## config.mk

```make
export PLATFORM = sky130hd
export DESIGN_NAME = secondary_audio_rx_slot_map
export DESIGN_NICKNAME = d
export VERILOG_FILES = /design/src/hdl/secondary_audio_rx_slot_map.v
export VERILOG_INCLUDE_DIRS = /design/src /design/src/hdl
export SDC_FILE = /design/constraint.sdc
export NUM_CORES = 1
export LEC_CHECK = 0
export ABC_AREA = 1
export ABC_CLOCK_PERIOD_IN_PS = 3200
export BUFFER_PORTS_ARGS = -buffer_cell sky130_fd_sc_hd__buf_2
export CORE_UTILIZATION = 60
export CTS_BUF_LIST = sky130_fd_sc_hd__clkbuf_16
export DETAILED_ROUTE_END_ITERATION = 6
export PLACE_DENSITY = 0.84
export SYNTH_ARGS = -nofsm -noshare
export SYNTH_HDL_FRONTEND = slang
export SYNTH_SLANG_ARGS = --single-unit
```

## constraint.sdc

```tcl
create_clock -name clk_in -period 3.2 [get_ports clk_in]
set_clock_uncertainty 0.1 [all_clocks]
set_input_delay 0.48 -clock clk_in [delete_from_list [all_inputs] [get_ports clk_in]]
set_output_delay 0.48 -clock clk_in [all_outputs]
set_load 0.05 [all_outputs]
```

## src/hdl/rx_slot_map_map.vh

```
// Purpose: Constants for the secondary audio receive slot map
// Assumes: Included by the slot map design file only
// Notes:   Offsets are register addresses on the control port
`ifndef RX_SLOT_MAP_MAP_VH
`define RX_SLOT_MAP_MAP_VH

// Register addresses
`define ADDR_RX_MSB_DELAY    8'h26
`define ADDR_RX_PIN_SELECT   8'h27
`define ADDR_RX_CH1_CONFIG   8'h28
`define ADDR_RX_CH2_CONFIG   8'h29

// Reset values
`define RST_RX_MSB_DELAY     5'h00
`define RST_RX_PIN_SELECT    8'h00
`define RST_RX_CH1_CONFIG    8'h00
`define RST_RX_CH2_CONFIG    8'h01

// Channel config fields
`define CFG_ENABLE_BIT       5
`define CFG_SLOT_MSB         4
`define CFG_SLOT_LSB         0
`define CFG_WRITE_MASK       8'h3F

// Slot field split for two-half formats
`define SLOT_HALF_BIT        4
`define SLOT_SAT             6'h3F

// Frame formats
`define FMT_TDM              2'h0
`define FMT_I2S              2'h1
`define FMT_LJ               2'h2

// Word lengths
`define WL_16                2'h0
`define WL_20                2'h1
`define WL_24                2'h2
`define WL_32                2'h3
`define WL_16_LAST           5'h0F
`define WL_20_LAST           5'h13
`define WL_24_LAST           5'h17
`define WL_32_LAST           5'h1F

`endif

```

## src/hdl/secondary_audio_rx_slot_map.v

```verilog
// Purpose: Receive channel slot map of the secondary audio serial port
// Assumes: bclk, fsync and data pins are asynchronous; clk_in far faster than bclk
// Notes:   Data sampled on bclk rising edge; samples left-justified in 32 bits
`timescale 1ns/10ps
`include "rx_slot_map_map.vh"

module secondary_audio_rx_slot_map
(
  input  wire        clk_in,
  input  wire        rstn_in,
  input  wire [7:0]  reg_addr_in,
  input  wire [7:0]  reg_wdata_in,
  input  wire        reg_wr_in,
  input  wire        reg_rd_in,
  output reg  [7:0]  reg_rdata_out,
  input  wire [1:0]  frame_format_in,
  input  wire [1:0]  word_length_in,
  input  wire        bit_clock_in,
  input  wire        frame_sync_in,
  input  wire        data_in,
  input  wire        second_data_in,
  output reg  [31:0] playback_ch1_data_out,
  output reg         playback_ch1_valid_out,
  output reg  [31:0] playback_ch2_data_out,
  output reg         playback_ch2_valid_out
);

  reg  [4:0]  rx_slot0_msb_delay_reg;
  reg  [7:0]  secondary_rx_pin_select_reg;
  reg  [7:0]  secondary_rx_channel1_config_reg;
  reg  [7:0]  secondary_rx_channel2_config_reg;
  reg  [1:0]  bclk_sync_reg;
  reg  [1:0]  fsync_sync_reg;
  reg  [1:0]  din_sync_reg;
  reg  [1:0]  data2_sync_reg;
  reg         bclk_last_reg;
  reg         fsync_last_reg;
  reg  [5:0]  skip_reg;
  reg  [4:0]  bit_reg;
  reg  [5:0]  slot_reg;
  reg         half_reg;
  reg         started_reg;
  reg  [31:0] ch1_shift_reg;
  reg  [31:0] ch2_shift_reg;

  wire        bclk_rise;
  wire        fsync_change;
  wire        half_start;
  wire        new_half;
  reg  [5:0]  cur_skip;
  reg  [4:0]  cur_bit;
  reg  [5:0]  cur_slot;
  reg         cur_half;
  reg  [4:0]  last_bit;
  reg  [5:0]  std_delay;
  reg  [5:0]  eff_slot;
  wire        capture;
  wire        word_end;
  wire        ch1_en;
  wire        ch2_en;
  wire        ch1_bit;
  wire        ch2_bit;
  wire        ch1_hit;
  wire        ch2_hit;
  wire [31:0] ch1_word;
  wire [31:0] ch2_word;

  // Register writes; reserved config bits forced to zero
  always @(posedge clk_in)
  begin
    if (!rstn_in)
    begin
      rx_slot0_msb_delay_reg           <= `RST_RX_MSB_DELAY;
      secondary_rx_pin_select_reg      <= `RST_RX_PIN_SELECT;
      secondary_rx_channel1_config_reg <= `RST_RX_CH1_CONFIG;
      secondary_rx_channel2_config_reg <= `RST_RX_CH2_CONFIG;
    end
    else if (reg_wr_in)
    begin
      case (reg_addr_in)
        `ADDR_RX_MSB_DELAY:  rx_slot0_msb_delay_reg      <= reg_wdata_in[4:0];
        `ADDR_RX_PIN_SELECT: secondary_rx_pin_select_reg <= reg_wdata_in;
        `ADDR_RX_CH1_CONFIG:
          secondary_rx_channel1_config_reg <= reg_wdata_in & `CFG_WRITE_MASK;
        `ADDR_RX_CH2_CONFIG:
          secondary_rx_channel2_config_reg <= reg_wdata_in & `CFG_WRITE_MASK;
        default: ;
      endcase
    end
  end

  // Register reads; unmapped addresses read zero
  always @(posedge clk_in)
  begin
    if (!rstn_in)
      reg_rdata_out <= 8'h00;
    else if (reg_rd_in)
    begin
      case (reg_addr_in)
        `ADDR_RX_MSB_DELAY:  reg_rdata_out <= {3'h0, rx_slot0_msb_delay_reg};
        `ADDR_RX_PIN_SELECT: reg_rdata_out <= secondary_rx_pin_select_reg;
        `ADDR_RX_CH1_CONFIG: reg_rdata_out <= secondary_rx_channel1_config_reg;
        `ADDR_RX_CH2_CONFIG: reg_rdata_out <= secondary_rx_channel2_config_reg;
        default:             reg_rdata_out <= 8'h00;
      endcase
    end
  end

  // Two-stage synchronisers for the link pins
  always @(posedge clk_in)
  begin
    if (!rstn_in)
    begin
      bclk_sync_reg  <= 2'h0;
      fsync_sync_reg <= 2'h0;
      din_sync_reg   <= 2'h0;
      data2_sync_reg <= 2'h0;
      bclk_last_reg  <= 1'h0;
      fsync_last_reg <= 1'h0;
    end
    else
    begin
      bclk_sync_reg  <= {bclk_sync_reg[0], bit_clock_in};
      fsync_sync_reg <= {fsync_sync_reg[0], frame_sync_in};
      din_sync_reg   <= {din_sync_reg[0], data_in};
      data2_sync_reg <= {data2_sync_reg[0], second_data_in};
      bclk_last_reg  <= bclk_sync_reg[1];
      if (bclk_rise)
        fsync_last_reg <= fsync_sync_reg[1];
    end
  end

  assign bclk_rise    = bclk_sync_reg[1] & ~bclk_last_reg;
  assign fsync_change = bclk_rise & (fsync_sync_reg[1] != fsync_last_reg);
  // TDM frames start on the rising sync edge only; two-half formats on either
  assign half_start   = fsync_change &
                        ((frame_format_in != `FMT_TDM) | fsync_sync_reg[1]);
  // Left half: sync low in I2S, sync high in LJ
  assign new_half     = (frame_format_in == `FMT_I2S) ? fsync_sync_reg[1]
                                                      : ~fsync_sync_reg[1];

  // Bit position for this bit clock, including start of a new half
  always @*
  begin
    std_delay = (frame_format_in == `FMT_I2S) ? 6'h01 : 6'h00;
    cur_skip  = half_start ? (std_delay + {1'b0, rx_slot0_msb_delay_reg}) : skip_reg;
    cur_bit   = half_start ? 5'h00 : bit_reg;
    cur_slot  = half_start ? 6'h00 : slot_reg;
    cur_half  = half_start ? new_half : half_reg;
    case (word_length_in)
      `WL_16:  last_bit = `WL_16_LAST;
      `WL_20:  last_bit = `WL_20_LAST;
      `WL_24:  last_bit = `WL_24_LAST;
      default: last_bit = `WL_32_LAST;
    endcase
    // Slot numbering: TDM counts on, two-half formats put right half at 16
    if (frame_format_in == `FMT_TDM)
      eff_slot = cur_slot;
    else if (cur_slot[5:4] != 2'h0)
      eff_slot = `SLOT_SAT;
    else
      eff_slot = {1'b0, cur_half, cur_slot[3:0]};
  end

  assign capture  = bclk_rise & (started_reg | half_start) & (cur_skip == 6'h00);
  assign word_end = capture & (cur_bit == last_bit);

  // Bit, slot and half counters
  always @(posedge clk_in)
  begin
    if (!rstn_in)
    begin
      skip_reg    <= 6'h00;
      bit_reg     <= 5'h00;
      slot_reg    <= 6'h00;
      half_reg    <= 1'h0;
      started_reg <= 1'h0;
    end
    else if (bclk_rise & (started_reg | half_start))
    begin
      started_reg <= 1'h1;
      half_reg    <= cur_half;
      if (cur_skip != 6'h00)
      begin
        skip_reg <= cur_skip - 6'h01;
        bit_reg  <= cur_bit;
        slot_reg <= cur_slot;
      end
      else
      begin
        skip_reg <= 6'h00;
        if (cur_bit == last_bit)
        begin
          bit_reg  <= 5'h00;
          slot_reg <= (cur_slot == `SLOT_SAT) ? cur_slot : cur_slot + 6'h01;
        end
        else
        begin
          bit_reg  <= cur_bit + 5'h01;
          slot_reg <= cur_slot;
        end
      end
    end
  end

  // Channel pin choice and slot match
  assign ch1_en  = secondary_rx_channel1_config_reg[`CFG_ENABLE_BIT];
  assign ch2_en  = secondary_rx_channel2_config_reg[`CFG_ENABLE_BIT];
  assign ch1_bit = secondary_rx_pin_select_reg[0] ? data2_sync_reg[1] : din_sync_reg[1];
  assign ch2_bit = secondary_rx_pin_select_reg[1] ? data2_sync_reg[1] : din_sync_reg[1];
  assign ch1_hit = capture &
    (eff_slot == {1'b0, secondary_rx_channel1_config_reg[`CFG_SLOT_MSB:`CFG_SLOT_LSB]});
  assign ch2_hit = capture &
    (eff_slot == {1'b0, secondary_rx_channel2_config_reg[`CFG_SLOT_MSB:`CFG_SLOT_LSB]});
  assign ch1_word = {ch1_shift_reg[30:0], ch1_bit} << (5'h1F - last_bit);
  assign ch2_word = {ch2_shift_reg[30:0], ch2_bit} << (5'h1F - last_bit);

  // Shift slot bits in and hand whole words to playback
  always @(posedge clk_in)
  begin
    if (!rstn_in)
    begin
      ch1_shift_reg          <= 32'h00000000;
      ch2_shift_reg          <= 32'h00000000;
      playback_ch1_data_out  <= 32'h00000000;
      playback_ch2_data_out  <= 32'h00000000;
      playback_ch1_valid_out <= 1'h0;
      playback_ch2_valid_out <= 1'h0;
    end
    else
    begin
      playback_ch1_valid_out <= ch1_en & ch1_hit & word_end;
      playback_ch2_valid_out <= ch2_en & ch2_hit & word_end;
      if (ch1_hit)
        ch1_shift_reg <= {ch1_shift_reg[30:0], ch1_bit};
      if (ch2_hit)
        ch2_shift_reg <= {ch2_shift_reg[30:0], ch2_bit};
      if (!ch1_en)
        playback_ch1_data_out <= 32'h00000000;
      else if (ch1_hit & word_end)
        playback_ch1_data_out <= ch1_word;
      if (!ch2_en)
        playback_ch2_data_out <= 32'h00000000;
      else if (ch2_hit & word_end)
        playback_ch2_data_out <= ch2_word;
    end
  end

endmodule

```

==> flow_summary.ini, run 1 <==
[cells_and_area]
num_antenna_cells = 0
final_common_cell = nand2_1
finish.net_count = 1708
top_regs = playback_ch1_data_out x32, playback_ch2_data_out x32
final_cell_count_no_fill = 1903
mostFrequentLayoutCells = 404 x nand2_1, 281 x nor2_1, 191 x inv_1
area_growth_pct = 12.85
multi_input_area_um2 = 5167
seqCellArea_um2 = 3804
nFillCells = 1426
drive_above_1_share_pct = 12.06

[cts]
ctsResizeCount = 0
cts_root_buffer = clkbuf_16
cts_setup_buffers = 0
cts_hold_buf = 0
cts_buffer_depth = 2
cts.sinks = 190
cts-buffers-inserted = 17
insertion_delay_ps = 440
clkSlewWorstSetupHoldPaths_ps = 70
cts_tree = done
htreeDepth = 4

[timing]
rsz0062_at_grt = no
hold_viol = 0
fin_crit_sh_pct = 88.14
fmax_mhz = 354.6
finalSetupViolations = 0
period_needed_ps = 2820
report.final.slew_viol_count = 0
fin_ws_ps = 379.5
max_slew_margin_pct = 39.38
worst_pin_slew_ps = 908.3
finalSetupTns_ps = 0

[drt]
wire_per_inst_um = 13.20
totalWireLength_um = 25120
initialDrtViolationCount = 1036
drc_errors = 0
vias_per_cell = 5.292
drt_first_pass_iters = 6
ant_nets = 0
num_vias = 10070

[synth]
syn-cell-area_um2 = 10110
yosysUniqueCellTypes = 39
synth.avg_cell_area_um2 = 6.293
syn-instance-count = 1607
synth_edf_count = 0
syn_nets = 1643
yosys_warnings = 0
synth_top_area_share_pct = 37.61
yosysSeqAreaShare_pct = 37.61
postSynth.asyncResetShare_pct = 0
synth_area_leaders = dfxtp_1 38%, nand2_1 15%, nor2_1 10%, inv_1 7.1%, o21ai_0 6.6%
ys_ff_latch = 190
synth_top_cell_by_area = dfxtp_1
synth_top_flop_cell = dfxtp_1

[critical_path]
reg2reg_setup_slack_ps = 380
path_class = reg2reg
worstRegToRegCells = 14
crit_path_max_fanout = 11
worstPathRequired_ps = 3430
cp.arrival_ps = 3050
startpoint_type = flop
end_kind = flop
rr_endpoint = playback_ch2_data_out[8]
r2r_start = fsync_sync_reg[1]

[grt]
grt_usage_pct = 29.53
grt_pass1_vias = 8985
grt-ovfl-total = 0
grt_max_degree = 72
antenna_found_initial = 0
grt_pass1_wl_um = 42370

[placed_design]
place_ws_ps = 92.40
dp_hpwl_um = 17630
routabilityCongestion = 0.9534
io_buffers = 101
dp_cells = 1873

[floorplan]
boundaryPins = 102
coreArea_um2 = 16520
die_h_um = 131.8
initial_core_util_pct = 61.20
fp.dieArea_um2 = 17380
die_w_um = 131.8
placementRows = 47

[outcome]
status = finished, final reports clean

[hold_path]
whs_path_depth = 3
hold_path_class = in2reg
min-delay-start = bit_clock_in
hold_path_end = bclk_sync_reg[0]

[job]
maxCapViolations = 0

[pwr]
peakVddDrop_mv = 0.3808
power.density_nw_per_um2 = 433.5
p_leak_nw = 5.267
finalPower_w = 0.004948
## synthesized netlist by cell type (6+ instances only)
library cell  number
o21ai_0          133
o211ai_1           6
nand2_1          404
nor3_1             6
nand2_2            6
a21oi_1           57
o21ai_1           26
buf_2             13
a31oi_1            7
nor2_2             9
dfxtp_1          190
nand3_1          113
nand4_1           13
o22ai_1           11
nor2_1           282
clkbuf_1          54
or2_2              7
ha_1               8
mux2i_1           18
buf_1             10
inv_1            191
## cell families (layout without fill, tap and decap cells)
family | count (synthesis) | in the layout | synth area share, %
AND/OR/NAND/NOR | 850 | 850 | 34.88
buffers and inverters | 288 | 364 | 11.34
AO/OA/AOI/OAI | 245 | 245 | 12.71
flip-flops | 190 | 190 | 37.61
multiplexers | 18 | 18 | 1.781
adder cells (fa/ha/maj) | 8 | 8 | 0.9898
XOR/XNOR | 8 | 8 | 0.6928
## power by group
part           internal, W  switching (W)  total, W
Combinational     0.000126       0.000266  0.000393
Sequential         0.00238      0.0000128   0.00239
Clock              0.00123       0.000937   0.00216
Total              0.00373        0.00122   0.00495
## stage by stage
step	hold slack [ps]	area, um2	utilization (%)
floorplan	290.5	10110	-
global placement	292.9	10820	65.49
detailed placement	304.3	10820	65.49
CTS	118.0	11410	69.07
global route	129.5	11410	69.07
finish	115.9	11410	69.07
## worst max-delay path by stage
stage	start	endpoint	depth (start not counted)
after floorplan	frame_format_in[1]	playback_ch1_data_out[11]	15
after global placement	frame_format_in[1]	playback_ch2_data_out[8]	18
after detailed placement	frame_format_in[1]	playback_ch2_data_out[8]	18
after CTS	fsync_sync_reg[1]	playback_ch2_data_out[8]	14
after global routing	fsync_sync_reg[1]	ch2_shift_reg[9]	15
final	fsync_sync_reg[1]	playback_ch2_data_out[8]	14
## area by class of cell
type                       count  area share, %
multi-input combinational   1129          45.28
sequential                   190          33.33
timing repair buffer         133          7.191
inverter                     201          6.610
clock buffer                  17          3.727
tap                          220          2.412
clock inverter                13          1.458
## worst max-delay path, cell delays in order, from the launching register on
cell and delay, ps:
dfxtp_1 430, inv_1 110, nand2_1 120, nand3_4 150, buf_4 220, nand2_1 170
inv_1 80, a21oi_1 270, nand2_1 100, nor2_1 100, nand2_1 80, nor2_2 180
nand2_1 280, nor2_1 240, nor2_1 60
## metal layers
metal / vias to the layer above / global-route usage, % / share of wire, %
met5: - / 0 / 0
met4: 0 / 12.47 / 3.2
met3: 75 / 4.306 / 6.6
met2: 423 / 47.03 / 45
met1: 4408 / 40.00 / 45
li1: 5164 / - / -
No activity file was read; power rests on OpenSTA's default activity.
==> run 2, diff against run 1 <==
Settings changed: CTS_BUF_LIST sky130_fd_sc_hd__clkbuf_16 to default.
==> flow_summary.ini, run 2 (synthesis results as in run 1) <==
[cts]
ctsResizeCount = 0
cts_setup_buffers = 0
cts-buffers-inserted = 17
cts.sinks = 190
cts_tree = done
htreeDepth = 4
cts_buffer_depth = 2
cts_root_buffer = clkbuf_16
cts_hold_buf = 0
insertion_delay_ps = 440
clkSlewWorstSetupHoldPaths_ps = 70

[critical_path]
end_kind = flop
startpoint_type = flop
worstRegToRegCells = 14
reg2reg_setup_slack_ps = 360
r2r_start = fsync_sync_reg[1]
rr_endpoint = playback_ch2_data_out[8]
cp.arrival_ps = 3070
path_class = reg2reg
worstPathRequired_ps = 3430
crit_path_max_fanout = 11

[cells_and_area]
area_growth_pct = 12.95
top_regs = playback_ch1_data_out x32, playback_ch2_data_out x32
multi_input_area_um2 = 5167
nFillCells = 1423
num_antenna_cells = 0
final_cell_count_no_fill = 1903
seqCellArea_um2 = 3804
drive_above_1_share_pct = 12.12
mostFrequentLayoutCells = 404 x nand2_1, 281 x nor2_1, 190 x inv_1, 190 x dfxtp_1, 133 x o21ai_0
finish.net_count = 1708
final_common_cell = nand2_1

[hold_path]
hold_path_class = in2reg
whs_path_depth = 3
hold_path_end = bclk_sync_reg[0]
min-delay-start = bit_clock_in

[timing]
period_needed_ps = 2838
worst_pin_slew_ps = 905.8
finalSetupTns_ps = 0
fin_crit_sh_pct = 88.68
report.final.slew_viol_count = 0
rsz0062_at_grt = no
finalSetupViolations = 0
hold_viol = 0
max_slew_margin_pct = 39.55
fmax_mhz = 352.4

[drt]
ant_nets = 0
vias_per_cell = 5.292
initialDrtViolationCount = 1085
drt_first_pass_iters = 6
num_vias = 10070
wire_per_inst_um = 13.23
totalWireLength_um = 25180
drc_errors = 0

[outcome]
status = finished, final reports clean

[floorplan]
boundaryPins = 102
die_h_um = 131.8
coreArea_um2 = 16520
placementRows = 47
die_w_um = 131.8
initial_core_util_pct = 61.20
fp.dieArea_um2 = 17380

[grt]
grt_usage_pct = 29.66
grt_max_degree = 72
grt-ovfl-total = 0
grt_pass1_vias = 8954
antenna_found_initial = 0
grt_pass1_wl_um = 42550

[job]
maxCapViolations = 0

[placed_design]
dp_hpwl_um = 17630
dp_cells = 1873
routabilityCongestion = 0.9534
io_buffers = 101

[pwr]
peakVddDrop_mv = 0.3776
power.density_nw_per_um2 = 435.4
p_leak_nw = 5.268
[run 2: area by class of cell]
cell class                      count  area share [%]
Sequential cell                   190           33.30
Timing Repair Buffer              133           7.185
Multi-Input combinational cell   1129           45.24
Clock inverter                     11           1.391
Tap cell                          220           2.410
Inverter                          201           6.605
Clock buffer                       19           3.877
[run 2: report_power, final]
group / switching (W) / leakage [nW] / internal, W
combinational: 0.000268 / 3.45 / 0.000126
clock: 0.000933 / 0.284 / 0.00125
sequential: 0.0000128 / 1.53 / 0.00238
total: 0.00121 / 5.27 / 0.00376
[run 2: worst max-delay path: stages (launching register included)]
cell and delay, ps:
dfxtp_1 430, inv_1 110, nand2_1 120, nand3_4 150, buf_4 220, nand2_1 180
inv_1 80, a21oi_1 270, nand2_1 100, nor2_1 100, nand2_1 80, nor2_2 180
nand2_1 280, nor2_1 250, nor2_1 70
[run 2: layer usage]
| metal | up-vias | share of wire, % | global-route usage, % |
|---|---|---|---|
| li1 | 5169 | - | - |
| met1 | 4397 | 46 | 40.09 |
| met2 | 439 | 45 | 47.18 |
| met3 | 65 | 6.4 | 4.767 |
| met4 | 0 | 3.0 | 12.08 |
| met5 | - | 0 | 0 |
[run 2: per-stage QoR]
| stage | cell area (um2) | setup slack [ps] | hold WS [ps] | util [%] | power, W |
|---|---|---|---|---|---|
| floorplan | 10110 | 384.6 | 290.5 | - | 0.002721 |
| global placement | 10820 | 148.8 | 292.9 | 65.49 | 0.002821 |
| detailed placement | 10820 | 92.40 | 304.3 | 65.49 | 0.002827 |
| CTS | 11420 | 422.4 | 118.2 | 69.13 | 0.004983 |
| global route | 11420 | 87.22 | 127.3 | 69.13 | 0.005141 |
| finish | 11420 | 362.3 | 120.8 | 69.13 | 0.004973 |
[run 2: how the worst max path moves through the flow]
stage                                           end  slack [ps]          startpoint
final                      playback_ch2_data_out[8]         360   fsync_sync_reg[1]
after global routing               ch2_shift_reg[9]          90   fsync_sync_reg[1]
after CTS                  playback_ch2_data_out[8]         420   fsync_sync_reg[1]
after floorplan           playback_ch1_data_out[11]         380  frame_format_in[1]
after global placement     playback_ch2_data_out[8]         150  frame_format_in[1]
after detailed placement   playback_ch2_data_out[8]          90  frame_format_in[1]
==> run 3, diff against run 2 <==
Settings changed: ABC_CLOCK_PERIOD_IN_PS 3200 to 2300, CORE_UTILIZATION 60 to 54, PLACE_DENSITY 0.84 to 0.8, SETUP_SLACK_MARGIN from default to 0.5.
Clock period 3.2 ns to 2.3 ns, I/O delays scaled along.
==> flow_summary.ini, run 3 (synthesis results as in run 1) <==
[timing]
rsz0062_at_grt = yes
period_needed_ps = 2729
finalHoldWorstSlack_ps = 48.39
fin_ws_ps = -429.0
report.final.slew_viol_count = 0
max_slew_margin_pct = 64.86
worst_pin_slew_ps = 527.1
finalSetupViolations = 141
finalSetupTns_ps = -39670
fmax_mhz = 366.4
fin_crit_sh_pct = 118.7
hold_viol = 0

[cells_and_area]
nFillCells = 1271
top_regs = playback_ch1_data_out x32, playback_ch2_data_out x32
post-route-cell-area_um2 = 13510
final_common_cell = nand2_1
num_antenna_cells = 0
seqCellArea_um2 = 3816
multi_input_area_um2 = 5943
mostFrequentLayoutCells = 355 x nand2_1, 237 x nor2_1, 186 x dfxtp_1
drive_above_1_share_pct = 26.10
area_growth_pct = 33.54
finish.net_count = 1816

[pwr]
finalPower_w = 0.007095
power_switching_w = 0.001887
p_leak_nw = 6.125
peakVddDrop_mv = 0.5612
pwr-share-comb_pct = 9.9
netSwitchingFraction_pct = 26.59
seqPwrFrac_pct = 46.9
power.density_nw_per_um2 = 525.3
clkPwrFrac_pct = 43.2
p_int_w = 0.005208

[placed_design]
place_area_um2 = 11440
dp_hpwl_um = 18100
io_buffers = 101
place_ws_ps = -516.2
routabilityCongestion = 0.9311

[critical_path]
worstPathRequired_ps = 2570
startpoint_type = flop
reg2reg_setup_slack_ps = -430
end_kind = flop
crit_path_max_fanout = 8
path_class = reg2reg
cp.arrival_ps = 3000

[floorplan]
boundaryPins = 102
placementRows = 49
die_w_um = 138.9
fp.dieArea_um2 = 19280
initial_core_util_pct = 55.73
coreArea_um2 = 18150
die_h_um = 138.9

[drt]
initialDrtViolationCount = 1422
drc_errors = 20
wire_per_inst_um = 16.01
vias_per_cell = 5.533
ant_nets = 0
num_vias = 11187
route.met2.wl_um = 15130
drt_first_pass_iters = 7
wl_met3_um = 2953
totalWireLength_um = 32380
highest_layer = met4
drt-met1-wl_um = 12720

[grt]
grt-ovfl-total = 0
grt_usage_pct = 28.75
grt_max_degree = 76
grt_pass1_wl_um = 45660
antenna_found_initial = 0
grt_pass1_vias = 9564

[cts]
insertion_delay_ps = 440
cts-buffers-inserted = 17
cts_buffer_depth = 2
cts.sinks = 190
cts_root_buffer = clkbuf_16
htreeDepth = 4
clkSlewWorstSetupHoldPaths_ps = 70
cts_tree = done

[job]
maxCapViolations = 0

[outcome]
status = finished with violations
failed_checks = design-rule violations, negative setup slack

[hold_path]
hold_path_class = in2reg
==> run 3: critical path: stages (launching register included) <==
cell and delay, ps:
dfxtp_4 380, buf_4 150, nand3_4 110, nand2_8 90
buf_4 150, nor2_4 140, ha_4 170, inv_2 60
a21oi_2 110, nand2_2 80, nor2_4 140, nand2_4 80
nor2_8 190, nand3_4 210, clkbuf_16 230, nand2_1 60
inv_1 60, nor2_1 120
==> run 3: path summary, 6_finish.rpt <==
| path | startpoint | to | depth (start not counted) |
|---|---|---|---|
| setup / recovery | fsync_sync_reg[1] | playback_ch2_data_out[5] | 17 |
| hold reg to reg | fsync_sync_reg[0] | fsync_sync_reg[1] | 2 |
| setup reg to reg | fsync_sync_reg[1] | playback_ch2_data_out[5] | 17 |
| hold / removal | reg_wdata_in[6] | secondary_rx_pin_select_reg[6] | 3 |
==> run 3: metrics by stage <==
| step | std cells | util (%) |
|---|---|---|
| after CTS | 1993 | 68.75 |
| after detailed placement | 1944 | 63.06 |
| after floorplan | 1607 | - |
| after global routing | 2022 | 74.42 |
| after global placement | 1944 | 63.06 |
| final | 2022 | 74.42 |
==> run 3: what timing repair did <==
item / CTS / global route
pin swaps: 20 / 70
resized for setup: 55 / 205
hold buffers: 4 / 0
endpoints found under the setup margin: 145 / 145
buffers inserted: 9 / 21
gates cloned: 4 / 8
hold endpoints to repair: 4 / 0
==> run 3: per-layer routing <==
layer	global-route usage [%]	vias up
met5	0	-
met4	11.40	0
met3	5.421	146
met2	47.47	678
met1	37.08	4966
li1	-	5397
==> run 3: power groups by stage <==
stage / combinational [W] / clock, W / sequential (W)
final: 0.000703 / 0.00306 / 0.00333
after global routing: 0.000762 / 0.00320 / 0.00333
after detailed placement: 0.000571 / 0 / 0.00340
after floorplan: 0.000394 / 0 / 0.00340
after global placement: 0.000563 / 0 / 0.00340
after CTS: 0.000606 / 0.00306 / 0.00333
==> run 3: final cells by class <==
class | count | share of cell area [%]
Inverter | 201 | 5.698
Sequential cell | 190 | 28.26
Clock inverter | 15 | 1.260
Timing Repair Buffer | 241 | 15.51
Tap cell | 229 | 2.122
Multi-Input combinational cell | 1129 | 44.01
Clock buffer | 17 | 3.150
